File: src/cgacr_pkg.sv
// Register map, field positions, reset values and step sizes of the gain/AGC control bank
// Assumes a 16-bit word register port with 7-bit register index
package cgacr_pkg;
    localparam logic [6:0]  ADDR_PLL_FRACTION = 7'h1C;
    localparam logic [6:0]  ADDR_AUDIO_CTRL4  = 7'h1D;
    localparam logic [6:0]  ADDR_HANDSET_GAIN = 7'h1E;
    localparam logic [13:0] FRACTION_MAX      = 14'h270F;
    localparam logic [15:0] RST_PLL_FRACTION  = 16'h0000;
    localparam logic [15:0] RST_AUDIO_CTRL4   = 16'h0000;
    localparam logic [15:0] RST_HANDSET_GAIN  = 16'hFF00;
    localparam logic [15:0] MASK_AUDIO_CTRL4  = 16'hFFC0;
    localparam int          BIT_INPUT_STEPD   = 15;
    localparam int          BIT_DAC_STEPD     = 14;
    localparam int          BIT_SIDE_STEPD    = 13;
    localparam int          BIT_CELL_STEPD    = 12;
    localparam int          BIT_BUZZ_STEPD    = 11;
    localparam int          BIT_SHORT_FLAG    = 1;
    localparam int          BIT_HS_MUTE       = 15;
    localparam int          BIT_LOOP_ENABLE   = 0;
    localparam logic [6:0]  STEP_HALF_DB      = 7'h01;
    localparam logic [6:0]  STEP_THREE_DB     = 7'h06;
    localparam logic [1:0]  HYS_NONE          = 2'h3;
endpackage : cgacr_pkg

File: src/cgacr_stepper.sv
// One soft-stepping gain ramp in half-dB code units
// Assumes tick_i pulses once per reference sample period
`timescale 1ns/100ps
`default_nettype none
module cgacr_stepper
    import cgacr_pkg::*;
(
    input  wire logic       clk_i,
    input  wire logic       rst_i,
    input  wire logic       tick_i,
    input  wire logic       disable_i,
    input  wire logic [6:0] step_i,
    input  wire logic [6:0] target_i,
    output logic      [6:0] gain_o,
    output logic            settled_o
);
    logic [6:0] gain;
    logic [6:0] next_gain;
    logic [6:0] diff;

    always_comb begin
        next_gain = gain;
        diff      = (target_i > gain) ? (target_i - gain) : (gain - target_i);
        if (tick_i) begin
            if (disable_i || diff <= step_i) begin
                next_gain = target_i;
            end else if (target_i > gain) begin
                next_gain = 7'(gain + step_i);
            end else begin
                next_gain = 7'(gain - step_i);
            end
        end
    end

    always_ff @(posedge clk_i or posedge rst_i) begin
        if (rst_i) begin
            gain <= 7'h00;
        end else begin
            gain <= next_gain;
        end
    end

    assign gain_o    = gain;
    assign settled_o = (gain == target_i);
endmodule : cgacr_stepper
`default_nettype wire

File: src/cgacr_timebase.sv
// Sample-rate-scaled millisecond tick for the gain loop timing
// Assumes tick_i pulses at the reference sample rate given on rate_i in samples per ms
`timescale 1ns/100ps
`default_nettype none
module cgacr_timebase
    import cgacr_pkg::*;
(
    input  wire logic       clk_i,
    input  wire logic       rst_i,
    input  wire logic       tick_i,
    input  wire logic [7:0] rate_i,
    output logic            ms_tick_o
);
    logic [7:0] count;
    logic [7:0] next_count;
    logic       ms_tick;
    logic       next_ms_tick;

    always_comb begin
        next_count   = count;
        next_ms_tick = 1'b0;
        if (tick_i) begin
            if (count + 8'h01 >= rate_i) begin
                next_count   = 8'h00;
                next_ms_tick = 1'b1;
            end else begin
                next_count = 8'(count + 8'h01);
            end
        end
    end

    always_ff @(posedge clk_i or posedge rst_i) begin
        if (rst_i) begin
            count   <= 8'h00;
            ms_tick <= 1'b0;
        end else begin
            count   <= next_count;
            ms_tick <= next_ms_tick;
        end
    end

    assign ms_tick_o = ms_tick;
endmodule : cgacr_timebase
`default_nettype wire

File: src/cgacr_regs.sv
// What this block does
// - Fraction divider in bits 15..2, values above 9999 clamp to 9999.
// - Five step-disable bits: 0 enables soft-stepping, 1 disables it.
// - Sidetone and cellular gains step 0.5 dB per sample period.
// - Buzzer gain steps 3 dB per sample period.
// - Hysteresis code 00/01/10 gives 1/2/4 dB, 11 none, only with the loop on and the handset selected.
// - Headset bias code 00 gives 3.3 V, 01 2.5 V, else 2.0 V.
// - Handset bias bit 0 gives 2.5 V, 1 gives 2.0 V.
// - Read-only short fault bit reads 1 once a headphone short was seen.
// - Handset mute bit mutes when 1 and resets to 1.
// - Seven-bit handset gain, 0.5 dB per code, resets to all ones.
// - Under loop control with handset selected, mute and gain read applied gain.
// - Applied gain reads as eight-bit signed half-dB code, +59.5 to -12 dB.
// - Three-bit target field selects ADC output level -5.5 to -22 dB.
// - Four-bit timing field: low bits attack time, high bits decay time.
// - Loop times stay fixed in absolute time whatever the sample rate.
// - Loop enable 0 uses register gain, 1 lets the loop drive the gain.
// - Sidetone, cellular and buzzer settled flags read 1 when applied gain equals setting.
// Holds registers 1Ch..1Eh of the codec control bank
// Assumes a synchronous 16-bit word port and analog/loop logic outside
`timescale 1ns/100ps
`default_nettype none
module cgacr_regs
    import cgacr_pkg::*;
(
    input  wire logic        clk_i,
    input  wire logic        rst_i,
    input  wire logic        reg_write_i,
    input  wire logic        reg_read_i,
    input  wire logic [6:0]  reg_addr_i,
    input  wire logic [15:0] reg_wdata_i,
    output logic      [15:0] reg_rdata_o,
    input  wire logic        sample_tick_i,
    input  wire logic [7:0]  samples_per_ms_i,
    input  wire logic        short_detect_i,
    input  wire logic        handset_selected_i,
    input  wire logic [7:0]  loop_gain_i,
    input  wire logic [6:0]  sidetone_target_i,
    input  wire logic [6:0]  cellular_target_i,
    input  wire logic [6:0]  buzzer_target_i,
    output logic      [13:0] pll_fraction_value_o,
    output logic             input_pga_step_disable_o,
    output logic             dac_pga_step_disable_o,
    output logic      [6:0]  sidetone_gain_o,
    output logic      [6:0]  cellular_gain_o,
    output logic      [6:0]  buzzer_gain_o,
    output logic             sidetone_gain_settled_o,
    output logic             cellular_gain_settled_o,
    output logic             buzzer_gain_settled_o,
    output logic      [2:0]  hysteresis_db_o,
    output logic      [1:0]  headset_bias_level_o,
    output logic             handset_bias_level_o,
    output logic             handset_mute_o,
    output logic      [6:0]  handset_gain_code_o,
    output logic             handset_loop_active_o,
    output logic      [2:0]  handset_loop_target_o,
    output logic      [1:0]  attack_select_o,
    output logic      [1:0]  decay_select_o,
    output logic             loop_ms_tick_o
);
    logic [15:0] pll_fraction_divider;
    logic [15:0] audio_control_four;
    logic [15:0] handset_input_gain;
    logic        short_fault_flag;
    logic [15:0] next_pll_fraction_divider;
    logic [15:0] next_audio_control_four;
    logic [15:0] next_handset_input_gain;
    logic        next_short_fault_flag;
    logic [15:0] rdata;
    logic [15:0] next_rdata;
    logic [13:0] frac_in;
    logic        loop_on;

    assign frac_in = reg_wdata_i[15:2];
    assign loop_on = handset_input_gain[BIT_LOOP_ENABLE] && handset_selected_i;

    always_comb begin
        next_pll_fraction_divider = pll_fraction_divider;
        next_audio_control_four   = audio_control_four;
        next_handset_input_gain   = handset_input_gain;
        next_short_fault_flag     = short_fault_flag;
        if (reg_write_i) begin
            case (reg_addr_i)
                ADDR_PLL_FRACTION: begin
                    next_pll_fraction_divider = {(frac_in > FRACTION_MAX) ? FRACTION_MAX : frac_in, 2'b00};
                end
                ADDR_AUDIO_CTRL4: begin
                    next_audio_control_four = reg_wdata_i & MASK_AUDIO_CTRL4;
                end
                ADDR_HANDSET_GAIN: begin
                    next_handset_input_gain = reg_wdata_i;
                end
                default: begin
                end
            endcase
        end
        if (reg_read_i && reg_addr_i == ADDR_AUDIO_CTRL4 && !short_detect_i) begin
            next_short_fault_flag = 1'b0;
        end
        if (short_detect_i) begin
            next_short_fault_flag = 1'b1;
        end
    end

    always_comb begin
        next_rdata = rdata;
        if (reg_read_i) begin
            case (reg_addr_i)
                ADDR_PLL_FRACTION: next_rdata = pll_fraction_divider;
                ADDR_AUDIO_CTRL4: begin
                    next_rdata                 = audio_control_four;
                    next_rdata[BIT_SHORT_FLAG] = short_fault_flag;
                end
                ADDR_HANDSET_GAIN: begin
                    next_rdata = handset_input_gain;
                    if (loop_on) begin
                        next_rdata[15:8] = loop_gain_i;
                    end
                end
                default: next_rdata = 16'h0000;
            endcase
        end
    end

    always_ff @(posedge clk_i or posedge rst_i) begin
        if (rst_i) begin
            pll_fraction_divider <= RST_PLL_FRACTION;
            audio_control_four   <= RST_AUDIO_CTRL4;
            handset_input_gain   <= RST_HANDSET_GAIN;
            short_fault_flag     <= 1'b0;
            rdata                <= 16'h0000;
        end else begin
            pll_fraction_divider <= next_pll_fraction_divider;
            audio_control_four   <= next_audio_control_four;
            handset_input_gain   <= next_handset_input_gain;
            short_fault_flag     <= next_short_fault_flag;
            rdata                <= next_rdata;
        end
    end

    logic      [2:0][6:0] step_size;
    logic      [2:0][6:0] step_target;
    logic      [2:0]      step_off;
    wire logic [2:0][6:0] step_gain;
    wire logic [2:0]      step_done;

    // Channel 0 sidetone, 1 cellular, 2 buzzer
    assign step_size   = {STEP_THREE_DB, STEP_HALF_DB, STEP_HALF_DB};
    assign step_target = {buzzer_target_i, cellular_target_i, sidetone_target_i};
    assign step_off    = {audio_control_four[BIT_BUZZ_STEPD], audio_control_four[BIT_CELL_STEPD],
                          audio_control_four[BIT_SIDE_STEPD]};

    for (genvar ch = 0; ch < 3; ch++) begin : g_stepper
        cgacr_stepper u_stepper (
            .clk_i     (clk_i),
            .rst_i     (rst_i),
            .tick_i    (sample_tick_i),
            .disable_i (step_off[ch]),
            .step_i    (step_size[ch]),
            .target_i  (step_target[ch]),
            .gain_o    (step_gain[ch]),
            .settled_o (step_done[ch])
        );
    end

    assign sidetone_gain_o         = step_gain[0];
    assign cellular_gain_o         = step_gain[1];
    assign buzzer_gain_o           = step_gain[2];
    assign sidetone_gain_settled_o = step_done[0];
    assign cellular_gain_settled_o = step_done[1];
    assign buzzer_gain_settled_o   = step_done[2];

    cgacr_timebase u_timebase (
        .clk_i     (clk_i),
        .rst_i     (rst_i),
        .tick_i    (sample_tick_i),
        .rate_i    (samples_per_ms_i),
        .ms_tick_o (loop_ms_tick_o)
    );

    always_comb begin
        case (audio_control_four[10:9])
            2'h0:    hysteresis_db_o = loop_on ? 3'h1 : 3'h0;
            2'h1:    hysteresis_db_o = loop_on ? 3'h2 : 3'h0;
            2'h2:    hysteresis_db_o = loop_on ? 3'h4 : 3'h0;
            default: hysteresis_db_o = 3'h0;
        endcase
    end

    always_comb begin
        case (audio_control_four[8:7])
            2'h0:    headset_bias_level_o = 2'h0;
            2'h1:    headset_bias_level_o = 2'h1;
            default: headset_bias_level_o = 2'h2;
        endcase
    end

    assign handset_bias_level_o     = audio_control_four[6];
    assign reg_rdata_o              = rdata;
    assign pll_fraction_value_o     = pll_fraction_divider[15:2];
    assign input_pga_step_disable_o = audio_control_four[BIT_INPUT_STEPD];
    assign dac_pga_step_disable_o   = audio_control_four[BIT_DAC_STEPD];
    assign handset_mute_o           = handset_input_gain[BIT_HS_MUTE];
    assign handset_gain_code_o      = handset_input_gain[14:8];
    assign handset_loop_active_o    = handset_input_gain[BIT_LOOP_ENABLE];
    assign handset_loop_target_o    = handset_input_gain[7:5];
    assign attack_select_o          = handset_input_gain[2:1];
    assign decay_select_o           = handset_input_gain[4:3];
endmodule : cgacr_regs
`default_nettype wire

File: config.mk
export PLATFORM = sky130hd
export DESIGN_NAME = cgacr_regs
export DESIGN_NICKNAME = d
export VERILOG_FILES = /design/src/cgacr_pkg.sv /design/src/cgacr_stepper.sv /design/src/cgacr_timebase.sv /design/src/cgacr_regs.sv
export SDC_FILE = /design/constraint.sdc
export NUM_CORES = 1
export LEC_CHECK = 0
export ABC_CLOCK_PERIOD_IN_PS = 4300
export BUFFER_PORTS_ARGS = -buffer_cell sky130_fd_sc_hd__buf_2
export CORE_MARGIN = 4
export CORE_UTILIZATION = 25
export CTS_CLUSTER_SIZE = 20
export DETAILED_ROUTE_END_ITERATION = 8
export HOLD_SLACK_MARGIN = 0.15
export SLEW_MARGIN = 20
export SYNTH_ARGS = -nofsm -noshare
export SYNTH_HDL_FRONTEND = slang
export SYNTH_HIERARCHICAL = 1
export SYNTH_SLANG_ARGS = --single-unit
export TNS_END_PERCENT = 100
File: constraint.sdc
create_clock -name clk_i -period 4.3 [get_ports clk_i]
set_clock_uncertainty 0.05 [all_clocks]
set_input_delay 0.215 -clock clk_i [delete_from_list [all_inputs] [get_ports clk_i]]
set_output_delay 0.215 -clock clk_i [all_outputs]
set_load 0.02 [all_outputs]
==> reports/metrics.cfg, run 1 <==
[outcome]
status=finished clean

[final_layout]
layout_cells_sized_above_1=0.202
commonest_cells_after_routing_fill_and_taps_aside=145 x buf_2, 112 x inv_1, 90 x ha_1
mostFrequentLayoutCell=buf_2
finish.utilization=0.314
antenna_cells_inserted=0
layout.nets=1228
syn_to_final_growth_pct=24.1

[synthesis]
synth_sequential_area_ratio=0.282
synth.cell_area_um2=7740
postSynthCellCount=846
synthesis.area_per_instance_um2=9.15
synth.yosys.warnings=6
synth_enable_flop_cells=0
ys_types=64
synthFlopType=dfrtp_1
count_of_state_elements_after_synthesis=87
postSynth.asyncResetShare=1.00

[floorplanning]
top_level_ports=146
initial_core_util=0.253
die-width_um=184
rows=64
fp.dieH_um=184
die_ar_um2=33900
floorplan.core_area_um2=30600

[cts]
htree_num_levels=3
tritoncts.num_buffers=9
clock_path_buffers=2
clock_sink_count=87
cts_resized=0
cts.reportedPaths.clkPinSlew_ns=0.07
clock_tree.root_cell=clkbuf_16
cts_tree=yes
clock_insertion_delay_worst_skew_ns=0.35

[sta]
achievable-frequency_ghz=0.257
relSlewSlack=0.370
finalWorstPathRequiredPeriod_ns=3.89
setup_repair_after_global_routing_missed_its_margin=false
final_critical_path_setup_slack_ns=0.406
finalCritPeriodShare=0.906
setup_violations=0
report.final.hold_viol_count=0
maxSlewViolCount=0
worst_hold_slack_ns=0.168
tightest_slew_ns=0.945
setup_total_negative_slack_ns=0

[critical_path]
critPathMaxFanout=12
critical_path_required_ns=4.49
worst-path-buf-inv=5
worstSetupStartpointType=input port
endpoint_kind_of_the_worst_setup_timing_path=register
critPathArrivalTime_ns=4.09
critical-path-slowest-cell=dlygate4sd3_1
slowest_delay_ns=0.53
ordered_cell_list_for_the_critical_path=dlygate4sd3_1, buf_2, inv_1, ha_1, nand4_1, or2_4, o21ai_2, buf_4, mux2i_1, o21ai_0, a21boi_1, xnor2_1, ha_1, a21oi_1, nor2b_1, o31ai_1, buf_4, a21oi_1, mux2_2
worstSetupPathType=in2reg
critical_path.top_delay_family=buffers and inverters

[drt]
drcViolationCount=0
dr_total_vias=6631
post_drt_wl_per_cell_um=14.8
drt-pass1-iter-count=4
finalWirelength_mm=21.6
drt_iter0_drc=225
vias_per_std_cell=4.53
final_antenna_net_count=0

[power_and_ir_drop]
ir_worst_vdd_uv=451
static-leakage-power_nw=4.82
pwr_density_cell_nw_per_um2=662
fin_total_pwr_mw=6.36

[placement]
gp_congestion=0.856
portBuffers=145
pre_cts_ws_ns=0.418
place_hpwl_mm=16.9

[global_route]
grt_start_max_net_pins=58
globalRouteTotalUtil=0.128
global_route_wire_length_before_repair_mm=35.1
grt_overflow_total=0
first_global_vias=6796
grt_antenna_before_repair=2

[run]
max-cap-violations=0

[worst_hold_path]
worst_hold_path_type=in2reg

-- metrics by stage --
stage / area [um^2] / cells
floorplan: 7960 / 904
global placement: 9040 / 1422
detailed placement: 9040 / 1422
CTS: 9610 / 1463
global route: 9610 / 1463
finish: 9610 / 1463
-- routing by layer --
| metal | GRT usage | part of all wire | wire length, um | up-vias |
|---|---|---|---|---|
| li1 | - | - | - | 3342 |
| met3 | 0.0332 | 0.051 | 1110 | 26 |
| met4 | 0.0352 | 0.020 | 431 | 4 |
| met1 | 0.159 | 0.44 | 9560 | 3130 |
| met2 | 0.219 | 0.49 | 10500 | 129 |
| met5 | 0 | 0.00083 | 18 | - |
-- cell type report --
class | instances | area (um^2)
clock inverter | 5 | 83.8
clock buffer | 11 | 233
fill | 3174 | 21000
multi-input combinational | 671 | 5130
tap | 396 | 495
sequential | 87 | 2190
inverter | 113 | 424
timing repair buffer | 180 | 1050
-- cells in the mapped netlist, types with 17 or more instances --
cell     number  area share
xnor2_1      37       0.042
nand2_1      22       0.011
xor2_1       17       0.019
a21oi_1      70       0.045
ha_1         90        0.15
mux2i_1      32       0.041
inv_1       113       0.055
nor2b_1      19       0.015
o21ai_0      30       0.019
nor2_1       47       0.023
a31oi_1      28       0.023
dfrtp_1      79        0.26
mux2_1       19       0.028
-- power by group --
part | switching (mW) | internal [mW] | total [mW]
Clock | 0.361 | 0.513 | 0.874
Combinational | 2.37 | 1.92 | 4.30
Sequential | 0.199 | 0.990 | 1.19
-- logic make-up after synthesis --
| logic type | share of synthesized area |
|---|---|
| buffers and inverters | 0.0829 |
| xor gates and xnor gates | 0.0611 |
| DFF | 0.282 |
| adders and majority gates | 0.169 |
| muxes | 0.0971 |
| and+or+nand+nor | 0.131 |
| other | 0.000970 |
| AOI/OAI and AO/OA | 0.176 |
-- sequential cells by signal, indices dropped and copies added (netlist names) --
register                    count
pll_fraction_divider           14
audio_control_four             10
short_fault_flag                1
u_timebase/ms_tick_o            1
g_stepper.u_stepper/gain_o     21
u_timebase/count                8
handset_input_gain             16
reg_rdata_o                    16
-- timing repair --
item | CTS | global route
endpoints found under the hold margin | 73 | 0
setup buffers | 0 | 0
hold buffers | 25 | 0
-- final timing paths --
| kind | slack (ns) | depth (start not counted) | startpoint | endpoint |
|---|---|---|---|---|
| worst max-delay path | 0.41 | 19 | buzzer_target_i[5] | g_stepper[2].u_stepper/gain_o[2]$_DFFE_PP0P_ |
| worst min-delay path | 0.17 | 3 | cellular_target_i[4] | g_stepper[1].u_stepper/gain_o[4]$_DFFE_PP0P_ |
| worst max register to register | 0.41 | 16 | g_stepper[1].u_stepper/gain_o[1]$_DFFE_PP0P_ | g_stepper[1].u_stepper/gain_o[2]$_DFFE_PP0P_ |
| worst min register to register | 0.44 | 1 | short_fault_flag$_DFFE_PP0P_ | short_fault_flag$_DFFE_PP0P_ |
| max in group asynchronous | 3.01 | 4 | rst_i | handset_input_gain[0]$_DFFE_PP0P_ |
| min in group asynchronous | 0.45 | 3 | rst_i | g_stepper[0].u_stepper/gain_o[5]$_DFFE_PP0P_ |
-- worst register-to-register path, cell delays in order, from the launching register on --
cell     delay, ns
dfrtp_1       0.52
inv_1         0.14
ha_1          0.22
a21oi_1       0.24
a21oi_2       0.11
o21ai_2       0.37
buf_4         0.23
mux2i_1       0.21
o21ai_0       0.10
a31oi_1       0.18
xnor2_1       0.15
ha_1          0.27
nor2b_1       0.13
o31ai_1       0.25
buf_4         0.25
a21oi_1       0.09
mux2_2        0.26
No activity file was read; power rests on OpenSTA's default activity.
==> run 2, diff against run 1 <==
Settings changed: CORE_ASPECT_RATIO from default to 0.5, SLEW_MARGIN 20 to 30.
==> reports/metrics.cfg, run 2 (synthesis results as in run 1) <==
[outcome]
status=finished clean

[drt]
drt_iter0_drc=370
drt-pass1-iter-count=4
vias_per_std_cell=4.48
dr_total_vias=6572
post_drt_wl_per_cell_um=14.3
drcViolationCount=0
finalWirelength_mm=20.9
final_antenna_net_count=0

[final_layout]
antenna_cells_inserted=0
syn_to_final_growth_pct=24.0
mostFrequentLayoutCell=buf_2
layout.nets=1228
largest_register_ffs=21
finish.utilization=0.316
layout_cells_sized_above_1=0.205
number_of_fill_cells=3231
fin_cells=1466
commonest_cells_after_routing_fill_and_taps_aside=145 x buf_2, 112 x inv_1, 90 x ha_1

[worst_hold_path]
timing.hold.worst.start=reg_wdata_i[15]
hold_path_depth=2
worst_hold_path_type=in2reg

[cts]
clock_insertion_delay_worst_skew_ns=0.35
clock_path_buffers=2
cts.reportedPaths.clkPinSlew_ns=0.07
htree_num_levels=3
clock_tree.root_cell=clkbuf_16
clock_sink_count=87
tritoncts.num_buffers=9
cts_post_setup_buffers_inserted=0
cts_tree=yes

[power_and_ir_drop]
static-leakage-power_nw=4.82
ir_worst_vdd_uv=277
fin_total_pwr_mw=6.23
pwr_density_cell_nw_per_um2=649

[critical_path]
worstSetupStartpointType=input port
critical_path.top_delay_family=compound AO/OA/AOI/OAI gates
critical_path_required_ns=4.49
regToRegStartpoint=g_stepper[0].u_stepper/gain_o[1]$_DFFE_PP0P_
critical_path_depth=18
worstSetupPathType=in2reg
worst_setup_sp=sidetone_target_i[4]
critPathMaxFanout=12
critical-path-slowest-cell=dlygate4sd3_1
critPathArrivalTime_ns=4.10
slowest_delay_ns=0.53
ordered_cell_list_for_the_critical_path=dlygate4sd3_1, buf_2, inv_1, ha_1, a21oi_1, o21ai_2, o21ai_2, mux2i_1, o31ai_1, xor2_1, ha_1, a21o_1, a21oi_1, nor2b_1, o31ai_2, buf_4, a21oi_1, mux2_2
endpoint_kind_of_the_worst_setup_timing_path=register
path_common_cell=a21oi_1
worst-path-buf-inv=4
ff2ff_path_depth=16

[floorplanning]
die-width_um=257
rows=45
fp.dieH_um=132
die_ar_um2=34000
floorplan.core_area_um2=30400
top_level_ports=146
initial_core_util=0.255

[placement]
gp_congestion=0.820
place_hpwl_mm=16.4
dpl.cell_count=1425
portBuffers=145

[global_route]
first_global_vias=6251
grt_antenna_before_repair=0
grt_start_max_net_pins=58
globalRouteTotalUtil=0.119
global_route_wire_length_before_repair_mm=33.3
grt_overflow_total=0

[sta]
relSlewSlack=0.426
report.final.hold_viol_count=0
setup_repair_after_global_routing_missed_its_margin=false
tightest_slew_ns=0.862
finalWorstPathRequiredPeriod_ns=3.90
setup_violations=0
finalCritPeriodShare=0.908
maxSlewViolCount=0
setup_total_negative_slack_ns=0
achievable-frequency_ghz=0.256

[run]
max-cap-violations=0

-- run 2: cell count changes in the layout (fill, tap and decap cells not counted), sizes merged --
cell      change
clkinv        +3
inv           +2
bufinv        -2
clkinvlp      -1
clkbuf        -2
-- run 2: timing repair --
item / 4_1_cts / 5_1_grt
gates resized for setup: 0 / 0
hold buffers: 25 / 0
hold endpoints to repair: 121 / 0
-- run 2: layer usage --
| metal | vias up | part of all wire | global-route usage |
|---|---|---|---|
| met4 | 0 | 0.032 | 0.0457 |
| met2 | 111 | 0.51 | 0.213 |
| met5 | - | 0 | 0 |
| met3 | 42 | 0.032 | 0.0164 |
| met1 | 3065 | 0.43 | 0.148 |
| li1 | 3354 | - | - |
-- run 2: path summary, 6_finish.rpt --
path / end / slack (ns)
max: g_stepper[0].u_stepper/gain_o[2]$_DFFE_PP0P_ / 0.40
min: pll_fraction_divider[15]$_DFFE_PP0P_ / 0.18
max reg2reg: g_stepper[0].u_stepper/gain_o[2]$_DFFE_PP0P_ / 0.48
min reg2reg: short_fault_flag$_DFFE_PP0P_ / 0.43
max in group asynchronous: audio_control_four[8]$_DFFE_PP0P_ / 3.03
min in group asynchronous: g_stepper[1].u_stepper/gain_o[6]$_DFFE_PP0P_ / 0.39
-- run 2: through the flow --
stage / worst slack (ns) / area [um^2] / hold slack, ns
global route: 0.0149 / 9600 / 0.151
CTS: 0.408 / 9600 / 0.155
global placement: 0.573 / 9050 / 0.223
detailed placement: 0.460 / 9050 / 0.222
floorplan: 0.644 / 7960 / -0.0316
finish: 0.398 / 9600 / 0.177
-- run 2: final cells by class --
class                           count  area [um^2]  area share
Multi-Input combinational cell    671         5140       0.535
Tap cell                          399          499      0.0520
Clock buffer                        9          225      0.0235
Inverter                          113          424      0.0442
Clock inverter                      7         75.1     0.00782
Sequential cell                    87         2190       0.228
Timing Repair Buffer              180         1050       0.109
-- run 2: where the power goes --
group | internal, mW | total, mW | switching (mW) | leakage [nW]
Sequential | 0.990 | 1.19 | 0.202 | 1.11
Combinational | 1.91 | 4.23 | 2.32 | 3.57
Clock | 0.412 | 0.810 | 0.398 | 0.144
Total | 3.31 | 6.23 | 2.92 | 4.82
-- run 2: worst register-to-register path, delay by kind of cell, from the launching register on --
kind | cells | cell delay (ns)
adder cells (fa/ha/maj) | 2 | 0.48
AO/OA/AOI/OAI | 8 | 1.54
buffers and inverters | 2 | 0.36
multiplexers | 2 | 0.54
XOR/XNOR | 1 | 0.15
flip-flops | 1 | 0.52
AND/OR/NAND/NOR | 1 | 0.07
